**src/verilog/msp_pkg.sv**
```systemverilog
// Constants and types shared by the master SPI transfer block
package msp_pkg;
  localparam int FRAME_BITS = 8;
  localparam int DIV_WIDTH = 12;
  localparam logic [DIV_WIDTH-1:0] DIV_RESET = 12'h000;
  localparam logic [1:0] MODE_MASTER_SPI = 2'h3;
  localparam logic [1:0] MODE_ASYNC = 2'h0;
  localparam logic [1:0] MODE_SYNC = 2'h1;
  localparam int BIT_CNT_WIDTH = 4;
  localparam logic [BIT_CNT_WIDTH-1:0] HALF_EDGES = 4'h8;
  localparam int RX_DEPTH = 2;
  localparam int TX_DEPTH = 2;
  localparam int RX_CNT_WIDTH = 2;
  localparam logic [7:0] BYTE_ZERO = 8'h00;

  typedef enum logic [2:0] {
    MSP_IDLE = 3'b001,
    MSP_LEAD = 3'b010,
    MSP_TRAIL = 3'b100
  } msp_state_type;
endpackage

```
**src/verilog/msp_buf_if.sv**
```systemverilog
// Handshake bundle between the receive buffer and the transfer engine
`timescale 1ns/1ps
interface msp_buf_if #(parameter int WIDTH = 8);
  logic in_valid;
  logic in_ready;
  logic [WIDTH-1:0] in_data;
  logic out_valid;
  logic out_ready;
  logic [WIDTH-1:0] out_data;
  logic flush;
  modport fill (output in_valid, output in_data, input in_ready,
    output flush);
  modport drain (input out_valid, input out_data, output out_ready);
  modport buffer (input in_valid, input in_data, output in_ready,
    output out_valid, output out_data, input out_ready, input flush);
endinterface

```
**src/verilog/msp_master_spi.sv**
```systemverilog
// Master SPI transfer engine of the serial transceiver
//
// Notes on behaviour
// - Every frame is exactly eight data bits, no start, stop or parity.
// - One bit-order control governs both transmit and receive shifting.
// - After a frame, start next queued byte at once or idle output high.
// - Two back-to-back writes form 16 bits; complete flag after both.
// - Clock divisor resets to zero.
// - Receiver alone cannot run; only transmitter operates independently.
// - Transmitter enable required; it takes over the serial output pin.
// - Receiver enable optional; it takes over the serial input pin.
// - Serial clock pin is transfer clock whether receiver on or off.
// - Data write starts full-duplex transfer; no separate receive trigger.
// - Queued byte moves to shifter as soon as the shifter is free.
// - On receive overflow the waiting byte is overwritten by the newest; buffered ones kept.
// - Frame, overrun and parity error flags always read zero.
// - Transmit path has a holding buffer in front of the shifter.
// - Receive path has a pending register and a two-entry buffer beyond the shift register.
// - No write collision flag, no clock doubling; speed via divisor.
// - Polarity, phase and bit order behave as standard SPI controls.
// - Bit order one sends LSB first; zero sends MSB first.
// - Master SPI selected only when operating mode field is binary 11.
// - Serial clock rate is system clock over two times (divisor plus one).
// - Drive data on one clock edge, sample on the opposite edge.
`timescale 1ns/1ps
module msp_master_spi
  import msp_pkg::*;
(
  input wire logic mclk,
  input wire logic reset_n,
  input wire logic clk_en,
  input wire logic [1:0] operating_mode_field,
  input wire logic bit_order_select,
  input wire logic clock_phase_select,
  input wire logic clock_polarity_select,
  input wire logic transmitter_enable,
  input wire logic receiver_enable,
  input wire logic clock_pin_direction,
  input wire logic divisor_wr,
  input wire logic [DIV_WIDTH-1:0] divisor_wdata,
  input wire logic data_wr,
  input wire logic [FRAME_BITS-1:0] data_wdata,
  input wire logic data_rd,
  input wire logic tx_complete_clr,
  input wire logic serial_in_pin,
  output logic [FRAME_BITS-1:0] data_rdata,
  output logic [DIV_WIDTH-1:0] clock_divisor,
  output logic transmit_complete_flag,
  output logic receive_complete_flag,
  output logic tx_buffer_empty_flag,
  output logic frame_error_flag,
  output logic data_overrun_flag,
  output logic parity_error_flag,
  output logic master_spi_mode,
  output logic serial_clock_pin,
  output logic serial_clock_oe,
  output logic serial_out_pin,
  output logic serial_out_oe,
  output logic serial_in_owned
);
  msp_state_type state_q;
  logic [DIV_WIDTH-1:0] div_q;
  logic [DIV_WIDTH-1:0] baud_cnt_q;
  logic [FRAME_BITS-1:0] hold_q;
  logic hold_full_q;
  logic [FRAME_BITS-1:0] tx_shift_q;
  logic [FRAME_BITS-1:0] rx_shift_q;
  logic [BIT_CNT_WIDTH-1:0] bit_cnt_q;
  logic sck_q;
  logic mosi_q;
  logic txc_q;
  logic [FRAME_BITS-1:0] rdata_q;
  logic miso_meta_q;
  logic miso_sync_q;
  logic tick;
  logic active;
  logic load;
  logic frame_done;
  logic sample_bit;
  logic [FRAME_BITS-1:0] rx_pend_q;
  logic rx_pend_full_q;

  msp_buf_if #(.WIDTH(FRAME_BITS)) rxb ();

  msp_rx_buf #(.WIDTH(FRAME_BITS), .DEPTH(RX_DEPTH)) u_rx_buf (
    .mclk(mclk),
    .reset_n(reset_n),
    .clk_en(clk_en),
    .bus(rxb.buffer)
  );

  // Next bit to present on the line, per the shared order control
  function automatic logic out_bit(input logic [FRAME_BITS-1:0] v,
                                   input logic lsb_first);
    out_bit = lsb_first ? v[0] : v[FRAME_BITS-1];
  endfunction

  // Shift one step, entering the new bit from the far end
  function automatic logic [FRAME_BITS-1:0] shift_step(
      input logic [FRAME_BITS-1:0] v, input logic in_bit,
      input logic lsb_first);
    shift_step = lsb_first ? {in_bit, v[FRAME_BITS-1:1]}
                           : {v[FRAME_BITS-2:0], in_bit};
  endfunction

  assign master_spi_mode = (operating_mode_field == MODE_MASTER_SPI);
  // Receiver without transmitter gives no clock, so nothing runs
  assign active = master_spi_mode && transmitter_enable;
  assign tick = (baud_cnt_q == '0);
  assign load = active && hold_full_q && (state_q == MSP_IDLE);
  assign frame_done = tick && (state_q == MSP_TRAIL)
    && (bit_cnt_q == HALF_EDGES - 4'h1);
  // Sample edge is the leading edge for phase 0, trailing for phase 1
  assign sample_bit = tick && ((state_q == MSP_LEAD) != clock_phase_select);

  always_ff @(posedge mclk or negedge reset_n) begin
    if (!reset_n) begin
      miso_meta_q <= 1'b0;
      miso_sync_q <= 1'b0;
    end else if (clk_en) begin
      miso_meta_q <= serial_in_pin;
      miso_sync_q <= miso_meta_q;
    end
  end

  // Divisor register; speed is only ever set here
  always_ff @(posedge mclk or negedge reset_n) begin
    if (!reset_n) begin
      div_q <= DIV_RESET;
    end else if (clk_en && divisor_wr) begin
      div_q <= divisor_wdata;
    end
  end

  // Half-period counter; a write reloads it so the new rate acts at once
  always_ff @(posedge mclk or negedge reset_n) begin
    if (!reset_n) begin
      baud_cnt_q <= DIV_RESET;
    end else if (clk_en) begin
      if (divisor_wr || tick || state_q == MSP_IDLE) begin
        baud_cnt_q <= divisor_wr ? divisor_wdata : div_q;
      end else begin
        baud_cnt_q <= baud_cnt_q - 1'b1;
      end
    end
  end

  // Holding buffer in front of the shifter
  always_ff @(posedge mclk or negedge reset_n) begin
    if (!reset_n) begin
      hold_q <= BYTE_ZERO;
      hold_full_q <= 1'b0;
    end else if (clk_en) begin
      if (data_wr && !hold_full_q && master_spi_mode) begin
        hold_q <= data_wdata;
        hold_full_q <= 1'b1;
      // A byte queued while the transmitter is off waits for re-enable
      end else if (load || (frame_done && hold_full_q && active)) begin
        hold_full_q <= 1'b0;
      end
    end
  end

  // Frame sequencer: leading half then trailing half per bit
  always_ff @(posedge mclk or negedge reset_n) begin
    if (!reset_n) begin
      state_q <= MSP_IDLE;
      bit_cnt_q <= '0;
      tx_shift_q <= BYTE_ZERO;
    end else if (clk_en) begin
      case (state_q)
        MSP_IDLE: begin
          if (load) begin
            state_q <= MSP_LEAD;
            bit_cnt_q <= '0;
            tx_shift_q <= hold_q;
          end
        end
        MSP_LEAD: begin
          if (tick) begin
            state_q <= MSP_TRAIL;
          end
        end
        MSP_TRAIL: begin
          if (tick) begin
            if (frame_done) begin
              if (hold_full_q && active) begin
                state_q <= MSP_LEAD; // back-to-back frame
                bit_cnt_q <= '0;
                tx_shift_q <= hold_q;
              end else begin
                state_q <= MSP_IDLE;
              end
            end else begin
              state_q <= MSP_LEAD;
              bit_cnt_q <= bit_cnt_q + 1'b1;
              tx_shift_q <= shift_step(tx_shift_q, 1'b0, bit_order_select);
            end
          end
        end
        default: begin
          state_q <= MSP_IDLE;
        end
      endcase
    end
  end

  // Clock toggles only inside a frame; idle level from polarity
  always_ff @(posedge mclk or negedge reset_n) begin
    if (!reset_n) begin
      sck_q <= 1'b0;
    end else if (clk_en) begin
      if (state_q == MSP_IDLE) begin
        sck_q <= clock_polarity_select;
      end else if (tick) begin
        sck_q <= ~sck_q;
      end
    end
  end

  // Data output: with phase 0 the first bit is set up before the first edge
  always_ff @(posedge mclk or negedge reset_n) begin
    if (!reset_n) begin
      mosi_q <= 1'b1;
    end else if (clk_en) begin
      if (load) begin
        mosi_q <= clock_phase_select ? mosi_q
                  : out_bit(hold_q, bit_order_select);
      end else if (state_q == MSP_IDLE) begin
        mosi_q <= 1'b1; // idle high
      end else if (tick && !sample_bit) begin
        // Setup edge drives the bit opposite to the sampling edge
        if (clock_phase_select && state_q == MSP_LEAD) begin
          mosi_q <= out_bit(tx_shift_q, bit_order_select);
        end else if (!clock_phase_select && !frame_done) begin
          mosi_q <= out_bit(shift_step(tx_shift_q, 1'b0, bit_order_select),
                            bit_order_select);
        end else if (frame_done && hold_full_q && active) begin
          mosi_q <= out_bit(hold_q, bit_order_select);
        end
      end
    end
  end

  // Receive shifter, fed only on sample edges
  always_ff @(posedge mclk or negedge reset_n) begin
    if (!reset_n) begin
      rx_shift_q <= BYTE_ZERO;
    end else if (clk_en && sample_bit) begin
      rx_shift_q <= shift_step(rx_shift_q, miso_sync_q, bit_order_select);
    end
  end

  // Completed byte: phase 1 samples on the final edge itself
  logic [FRAME_BITS-1:0] rx_final;
  assign rx_final = clock_phase_select
    ? shift_step(rx_shift_q, miso_sync_q, bit_order_select) : rx_shift_q;

  // Completed byte waits here, as in a shift register, until the buffer
  // has room; a newer byte overwrites it, so the byte caught behind a
  // full buffer is lost while the older buffered bytes stay
  always_ff @(posedge mclk or negedge reset_n) begin
    if (!reset_n) begin
      rx_pend_q <= BYTE_ZERO;
      rx_pend_full_q <= 1'b0;
    end else if (clk_en) begin
      if (!receiver_enable) begin
        rx_pend_full_q <= 1'b0;
      end else if (frame_done) begin
        rx_pend_q <= rx_final;
        rx_pend_full_q <= 1'b1;
      end else if (rxb.in_ready) begin
        rx_pend_full_q <= 1'b0;
      end
    end
  end

  assign rxb.in_valid = rx_pend_full_q;
  assign rxb.in_data = rx_pend_q;
  assign rxb.flush = !receiver_enable;
  assign rxb.out_ready = data_rd && clk_en;

  always_ff @(posedge mclk or negedge reset_n) begin
    if (!reset_n) begin
      rdata_q <= BYTE_ZERO;
    end else if (clk_en && data_rd) begin
      rdata_q <= rxb.out_valid ? rxb.out_data : BYTE_ZERO;
    end
  end

  // Transmit complete: set when the shifter empties with the holding buffer empty or the transmitter off
  always_ff @(posedge mclk or negedge reset_n) begin
    if (!reset_n) begin
      txc_q <= 1'b0;
    end else if (clk_en) begin
      if (frame_done && !(hold_full_q && active)) begin
        txc_q <= 1'b1; // set beats clear
      end else if (tx_complete_clr) begin
        txc_q <= 1'b0;
      end
    end
  end

  assign data_rdata = rdata_q;
  assign clock_divisor = div_q;
  assign transmit_complete_flag = txc_q;
  assign receive_complete_flag = rxb.out_valid;
  assign tx_buffer_empty_flag = !hold_full_q;
  assign frame_error_flag = 1'b0;
  assign data_overrun_flag = 1'b0;
  assign parity_error_flag = 1'b0;
  assign serial_clock_pin = sck_q;
  assign serial_clock_oe = clock_pin_direction;
  assign serial_out_pin = mosi_q;
  assign serial_out_oe = transmitter_enable && master_spi_mode;
  assign serial_in_owned = receiver_enable && master_spi_mode;
endmodule // msp_master_spi

```
**src/verilog/msp_rx_buf.sv**
```systemverilog
// Two-entry receive buffer with valid/ready on both sides
`timescale 1ns/1ps
module msp_rx_buf
  import msp_pkg::*;
#(
  parameter int WIDTH = 8,
  parameter int DEPTH = RX_DEPTH
) (
  input wire logic mclk,
  input wire logic reset_n,
  input wire logic clk_en,
  msp_buf_if.buffer bus
);
  logic [WIDTH-1:0] mem_q [DEPTH];
  logic [RX_CNT_WIDTH-1:0] count_q;
  logic rd_ptr_q;
  logic wr_ptr_q;
  logic push;
  logic pop;

  assign bus.in_ready = (count_q != RX_CNT_WIDTH'(DEPTH));
  assign bus.out_valid = (count_q != '0);
  assign bus.out_data = mem_q[rd_ptr_q];
  assign push = bus.in_valid && bus.in_ready;
  assign pop = bus.out_valid && bus.out_ready;

  always_ff @(posedge mclk or negedge reset_n) begin
    if (!reset_n) begin
      count_q <= '0;
      rd_ptr_q <= 1'b0;
      wr_ptr_q <= 1'b0;
    end else if (clk_en) begin
      if (bus.flush) begin
        count_q <= '0;
        rd_ptr_q <= 1'b0;
        wr_ptr_q <= 1'b0;
      end else begin
        if (push) begin
          wr_ptr_q <= ~wr_ptr_q;
        end
        if (pop) begin
          rd_ptr_q <= ~rd_ptr_q;
        end
        if (push && !pop) begin
          count_q <= count_q + 1'b1;
        end else if (pop && !push) begin
          count_q <= count_q - 1'b1;
        end
      end
    end
  end

  always_ff @(posedge mclk) begin
    if (clk_en && push) begin
      mem_q[wr_ptr_q] <= bus.in_data;
    end
  end
endmodule // msp_rx_buf
```
**config.mk**
```make
export PLATFORM = sky130hd
export DESIGN_NAME = msp_master_spi
export DESIGN_NICKNAME = d
export VERILOG_FILES = /design/src/verilog/msp_pkg.sv /design/src/verilog/msp_buf_if.sv /design/src/verilog/msp_master_spi.sv /design/src/verilog/msp_rx_buf.sv
export SDC_FILE = /design/constraint.sdc
export NUM_CORES = 1
export LEC_CHECK = 0
export ABC_AREA = 1
export BUFFER_PORTS_ARGS = -buffer_cell sky130_fd_sc_hd__buf_2
export CORE_ASPECT_RATIO = 0.9
export CORE_UTILIZATION = 35
export CTS_BUF_LIST = sky130_fd_sc_hd__clkbuf_16
export CTS_CLUSTER_SIZE = 16
export DETAILED_ROUTE_END_ITERATION = 7
export PLACE_DENSITY = 0.53
export SYNTH_ARGS = -nofsm -noshare
export SYNTH_HDL_FRONTEND = slang
export SYNTH_SLANG_ARGS = --single-unit
```
**constraint.sdc**
```tcl
create_clock -name mclk -period 3.5 [get_ports mclk]
set_input_delay 0.525 -clock mclk [delete_from_list [all_inputs] [get_ports mclk]]
set_output_delay 0.525 -clock mclk [all_outputs]
set_load 0.01 [all_outputs]
```
[After elaboration in Yosys (flattened, before gate mapping)]
Memory sizes are Yosys's and may differ from the RTL's.
Cells that the tools add are included.
Word-level totals
  flip-flop bits (word level): 82
  RAM bits: 16
  bits of input ports: 36
  output and inout port bits: 32
  memories: 1
Memory list
  u_rx_buf.mem_q: words 2, width 8, rd ports 1, clocked after Yosys merged registers in 0, write ports 1, RTL line msp_rx_buf.sv:14  | logic [WIDTH-1:0] mem_q [DEPTH];
Cells by class
  add/sub/neg operators: 4
  equal/unequal tests: 16
  multiplexer cells: 50
  bitwise operators: 3
  reductions and logical operators: 53
Operator list (count)
  2-to-1 mux 8 bit: 8
  2-to-1 mux 1 bit: 25
  2-to-1 mux 12 bit: 2
  logical AND 1 bit: 23
  2-to-1 mux 4 bit: 4
  case mux 8 bit (2 select lines): 1
  AND reduction 2 bit: 8
  zero test 12 bit: 1
  2-to-1 mux 3 bit: 4
  subtractor 12 x 1 -> 12 bit (second input constant): 1
  inequality test 2 bit (second input constant): 5
  nonzero test 2 bit: 5
  case mux 3 bit (3 select lines): 1
  2-to-1 mux 2 bit: 4
  case mux 4 bit (2 select lines): 1
  AND reduction 4 bit: 2
  zero test 1 bit: 7
  inequality test 3 x 1 -> 1 bit (second input constant): 2
  AND reduction 5 bit: 1
  nonzero test 5 bit: 1
  adder 4 x 1 -> 4 bit (second input constant): 1
  equality test 4 x 3 -> 1 bit (second input constant): 1
  inequality test 2 x 1 -> 1 bit (second input constant): 2
  equality test 3 x 1 -> 1 bit (second input constant): 1
  other kinds (11): 15

[Longest topological paths before layout]
  word-level depth: 11
  mapped depth: 14

[Cells and area by module]
A second synthesis with hierarchy kept.
Second synthesis, totals
  cell total of the unflattened synthesis: 611
  area, all modules: 5067.4 µm²
By module, submodules not included
  msp_master_spi: times used 1, cells an instance 527, area an instance 4204.0 µm², seq. area each 1954.4 µm²
  msp_rx_buf: times used 1, cells an instance 84, area an instance 863.3 µm², seq. area each 580.6 µm²

[Least setup slack after synthesis]
OpenSTA, ideal clock, no wires.
  path type: reg2reg
  from: register baud_cnt_q[0]
  to: register bit_cnt_q[0]
  arrival time: 1.528 ns
  required time: 3.385 ns
  slack: 1.857 ns
  stages on the path, launching flop included: 15
  buffers on the path: 1
  period minus slack after synthesis: 1.643 ns
  cell sequence: dfrtp_1 > inv_1 > ha_1 > inv_1 > nor2_1 > nand2_1 > nor2_4 > nand2_2 > nand2_2 > nand3_2 > nor2_4 > buf_12 > o21ai_2 > o21ai_2 > inv_2
Between the ends
  longest elaborated chain between the ends: 6
  elaborated cells between the ends (all ways): 9
  those cells by class: 2 x eq/ne; 3 x mux; 4 x reduce/logical
RTL lines
  start, declared: RTL line msp_master_spi.sv:63  | logic [DIV_WIDTH-1:0] baud_cnt_q;
  start signal, assigned: RTL line msp_master_spi.sv:141  | baud_cnt_q <= divisor_wr ? divisor_wdata : div_q;
  start signal, assigned: RTL line msp_master_spi.sv:143  | baud_cnt_q <= baud_cnt_q - 1'b1;
  zero test 12 bit *: RTL line msp_master_spi.sv:109  | assign tick = (baud_cnt_q == '0);
  logical AND 1 bit: RTL line msp_master_spi.sv:111  | assign frame_done = tick && (state_q == MSP_TRAIL)
  logical AND 1 bit: RTL line msp_master_spi.sv:112  | && (bit_cnt_q == HALF_EDGES - 4'h1);
  2-to-1 mux 4 bit: RTL line msp_master_spi.sv:186  | if (frame_done) begin
  2-to-1 mux 4 bit: RTL line msp_master_spi.sv:185  | if (tick) begin
  case mux 4 bit (2 select lines): RTL line msp_master_spi.sv:171  | case (state_q)
  end signal, assigned: RTL line msp_master_spi.sv:196  | bit_cnt_q <= bit_cnt_q + 1'b1;
  end, declared: RTL line msp_master_spi.sv:68  | logic [BIT_CNT_WIDTH-1:0] bit_cnt_q;
Every way passes the cells marked *; elsewhere a longest branch is shown, timed or not. The select of a mux whose other input is x is not followed.
A chain may end at the register's enable or synchronous reset.

[Final worst setup path]
  from: register baud_cnt_q[0]
  to: register baud_cnt_q[10]
Between the ends
  longest elaborated chain between the ends: 4
  elaborated cells between the ends (all ways): 5
  those cells by class: 1 x add/sub; 1 x mux; 3 x reduce/logical
RTL lines
  parallel branches: the longest is 3 deep, another holds subtractor 12 x 1 -> 12 bit
  2-to-1 mux 12 bit *: RTL line msp_master_spi.sv:140  | if (divisor_wr || tick || state_q == MSP_IDLE) begin
Every way passes the cells marked *.

==> flow_summary.ini <==
[worst_setup_path]
max_stage_delay_ns = 0.50
crit_type = reg -> reg
crit_fanout = 21
cpMostUsedCell = inv_1
endpoint = baud_cnt_q[10]$_DFFE_PN0P_
reg2reg_from = baud_cnt_q[0]$_DFFE_PN0P_
rrSetupSlack_ns = 1.22
end_kind = register
cp_top_family = simple AND/OR/NAND/NOR gates
crit_cells = 12
worstPathCellList = inv_1 -> ha_1 -> inv_1 -> nor2_1 -> nand2_1 -> nor2_4 -> nand2_2 -> nand3_1 -> inv_1 -> nand2_1 -> o21ai_0 -> o21ai_0
slowest_stage = nand3_1
start_kind = register
crit_buf_inv = 3
reg2reg_depth = 12
cp.required_ns = 3.73
r2r-end = baud_cnt_q[10]$_DFFE_PN0P_
crit_path_start = baud_cnt_q[0]$_DFFE_PN0P_
critPathArrivalTime_ns = 2.50

[sta]
finalHoldViolations = 0
skew_ns = 0.01650
period_share_pct = 65.07
rsz0062_at_grt = false
worstMarginPinSlew_ns = 1.067
slew_viol_final = 0
slew_headroom_pct = 28.84
final.setup.tns_ns = 0
finalCriticalPeriod_ns = 2.278
fmax_mhz = 439.1
fin_hold_ws_ns = 0.3714
setup_viol = 0

[drt]
drt-met1-wl_um = 5246
wl_met2_um = 4907
initialDrtViolationCount = 231
drt_wl_total_um = 10690
wl_met3_um = 414
highest_layer = met4
dr.pass1.iters = 4
wl_per_cell_um = 13.15
antenna_left = 0
viasPerCell = 4.691
route.detailed.drc = 0
num_vias = 3814

[global_routing]
grt_start_max_net_pins = 83
grt_pass1_vias = 3764
grt_first_pass_wirelength_um = 18270
grtUsageTotal_pct = 15.93
grt_overflow_total = 0
antenna_found_initial = 0

[yosys]
synth-seq-area-share_pct = 50.73
synthSimpleGateAreaFrac_pct = 21.16
synth.area.mux_share_pct = 4.907
synth_compound_area_share_pct = 13.87
synth-warning-count = 0
synth_top_family_by_area = simple AND/OR/NAND/NOR gates
synth_fa_ha_area_share_pct = 1.002
synth_xor_area_share_pct = 0.8763
syn_area_um2 = 4997
syn_inst = 563
ys_ff_latch = 98
ys_types = 40
avgSynthCellArea_um2 = 8.876

[floorplanning]
die_area_um2 = 14760
die_y_um = 115.4
die_x_um = 128.0
coreArea_um2 = 13950
initial_core_util_pct = 35.81
io_pins = 68
row_count = 41

[finish]
drive_above_1_share_pct = 20.81
post-route-util_pct = 40.84
syn2layout_area_growth_pct = 14.02
n_antenna_cell = 0
final_net_count = 655

[clock_network]
clock-sinks = 98
tritoncts = done
cts_resized = 0
path_clk_slew_ns = 0.08
post_cts_buffers = 0
numCtsBuffers = 9
clk_latency_ns = 0.36
h-tree-depth = 3
ctsHoldBuffers = 0
clock_path_buffers = 2
root_buffer = clkbuf_16

[hold_path]
hold_class = in -> async

[power]
vdd_drop_max_mv = 0.3111
leakage_uw = 0.002659
power.density_nw_per_um2 = 630.9
fin_total_pwr_uw = 3595

[place]
gp_congestion = 0.8169
dpl.hpwl_um = 7516
io_buffers = 62

[run_status]
status = completed

[flow_run]
drv_cap = 0
Yosys cell counts (all sizes together):
master	number	share of area [%]
a21oi	17	1.8
mux2	12	2.7
nand3b	1	0.15
dfrtp	80	40
edfxtp	16	9.6
nand3	30	3.7
conb	1	0.075
a31oi	6	0.88
xor2	5	0.88
nand2	153	12
o21ai	81	8.3
o31ai	1	0.15
a22o	1	0.18
mux2i	11	2.2
nor2	40	4.7
nor3b	1	0.15
buf	14	2.2
nand4	2	0.38
dfstp	2	1.1
o211ai	13	2.6
clkbuf	10	0.75
nor3	3	0.30
inv	59	4.4
ha	4	1.0
final cells by class:
cell class	instances	area [um^2]
multi-input cells	384	2101
repair buffers	63	320.3
fillers	1446	8255
well taps	193	241.5
flip-flops and latches	98	2535
clock buffers	9	225.2
inverters	59	221.5
clock inverters	7	53.80
worst min path at each step:
| stage | startpoint | endpoint | slack, ns | depth (start not counted) |
|---|---|---|---|---|
| 2_1_floorplan | reset_n | baud_cnt_q[0]$_DFFE_PN0P_ | 0.23 | 0 |
| 3_3_place_gp | rx_pend_q[3]$_DFFE_PN0P_ | u_rx_buf.mem_q[0][3]$_DFFE_PP_ | 0.45 | 0 |
| 3_5_place_dp | rx_pend_q[0]$_DFFE_PN0P_ | u_rx_buf.mem_q[0][0]$_DFFE_PP_ | 0.46 | 0 |
| 4_1_cts | data_wdata[6] | hold_q[6]$_DFFE_PN0P_ | 0.39 | 2 |
| 5_1_grt | data_wdata[6] | hold_q[6]$_DFFE_PN0P_ | 0.40 | 2 |
| 6_report | reset_n | clock_divisor[9]$_DFFE_PN0P_ | 0.37 | 1 |
layout by cell type (no fill, tap or decap), types with 2 or more instances in the layout:
cell,n
nand2_1,147
dfrtp_1,80
buf_2,61
o21ai_0,60
inv_1,57
nor2_1,28
nand3_1,26
o21ai_1,18
a21oi_1,16
edfxtp_1,16
mux2_2,12
mux2i_1,11
clkbuf_16,9
nor2_4,8
o211ai_1,7
nand2_2,6
o211ai_2,6
xor2_1,5
a31oi_1,5
ha_1,4
nor3_1,3
nor2_2,3
inv_2,3
o21ai_2,3
conb_1,3
nand3_2,2
nand3_4,2
inv_6,2
buf_4,2
dfstp_2,2
stage by stage:
stage,std cells,worst slack [ns],instance area [um^2]
3_3_place_gp,797,1.133,5419
4_1_cts,813,1.237,5698
3_5_place_dp,797,1.109,5419
5_1_grt,813,0.9957,5698
2_1_floorplan,565,1.857,5005
6_report,813,1.222,5698
flip-flops by register name (all words and copies together) (netlist names), 2 cells and up:
name and count:
rx_shift_q 8, bit_cnt_q 4, u_rx_buf.count_q 2, baud_cnt_q 12, clock_divisor 12, rx_pend_q 8, data_rdata 8, tx_shift_q 8
hold_q 8, state_q 3, u_rx_buf.mem_q 16
kinds of logic after synthesis:
| logic type | Yosys count |
|---|---|
| buf+inv | 83 |
| xor+xnor | 5 |
| simple gates | 230 |
| mux | 23 |
| other cells | 1 |
| flops | 98 |
| fa+ha+maj | 4 |
| compound gates | 119 |
where the power goes:
group	internal (uW)	switching [uW]
Clock	490	465
Combinational	393	665
Sequential	1400	185
layer usage:
metal / track usage (%) / vias to the layer above
li1: - / 1955
met1: 21.05 / 1790
met2: 25.80 / 60
met3: 4.141 / 9
met4: 4.706 / 0
met5: 0 / -
Note: power is estimated with default switching activity, not from simulation.
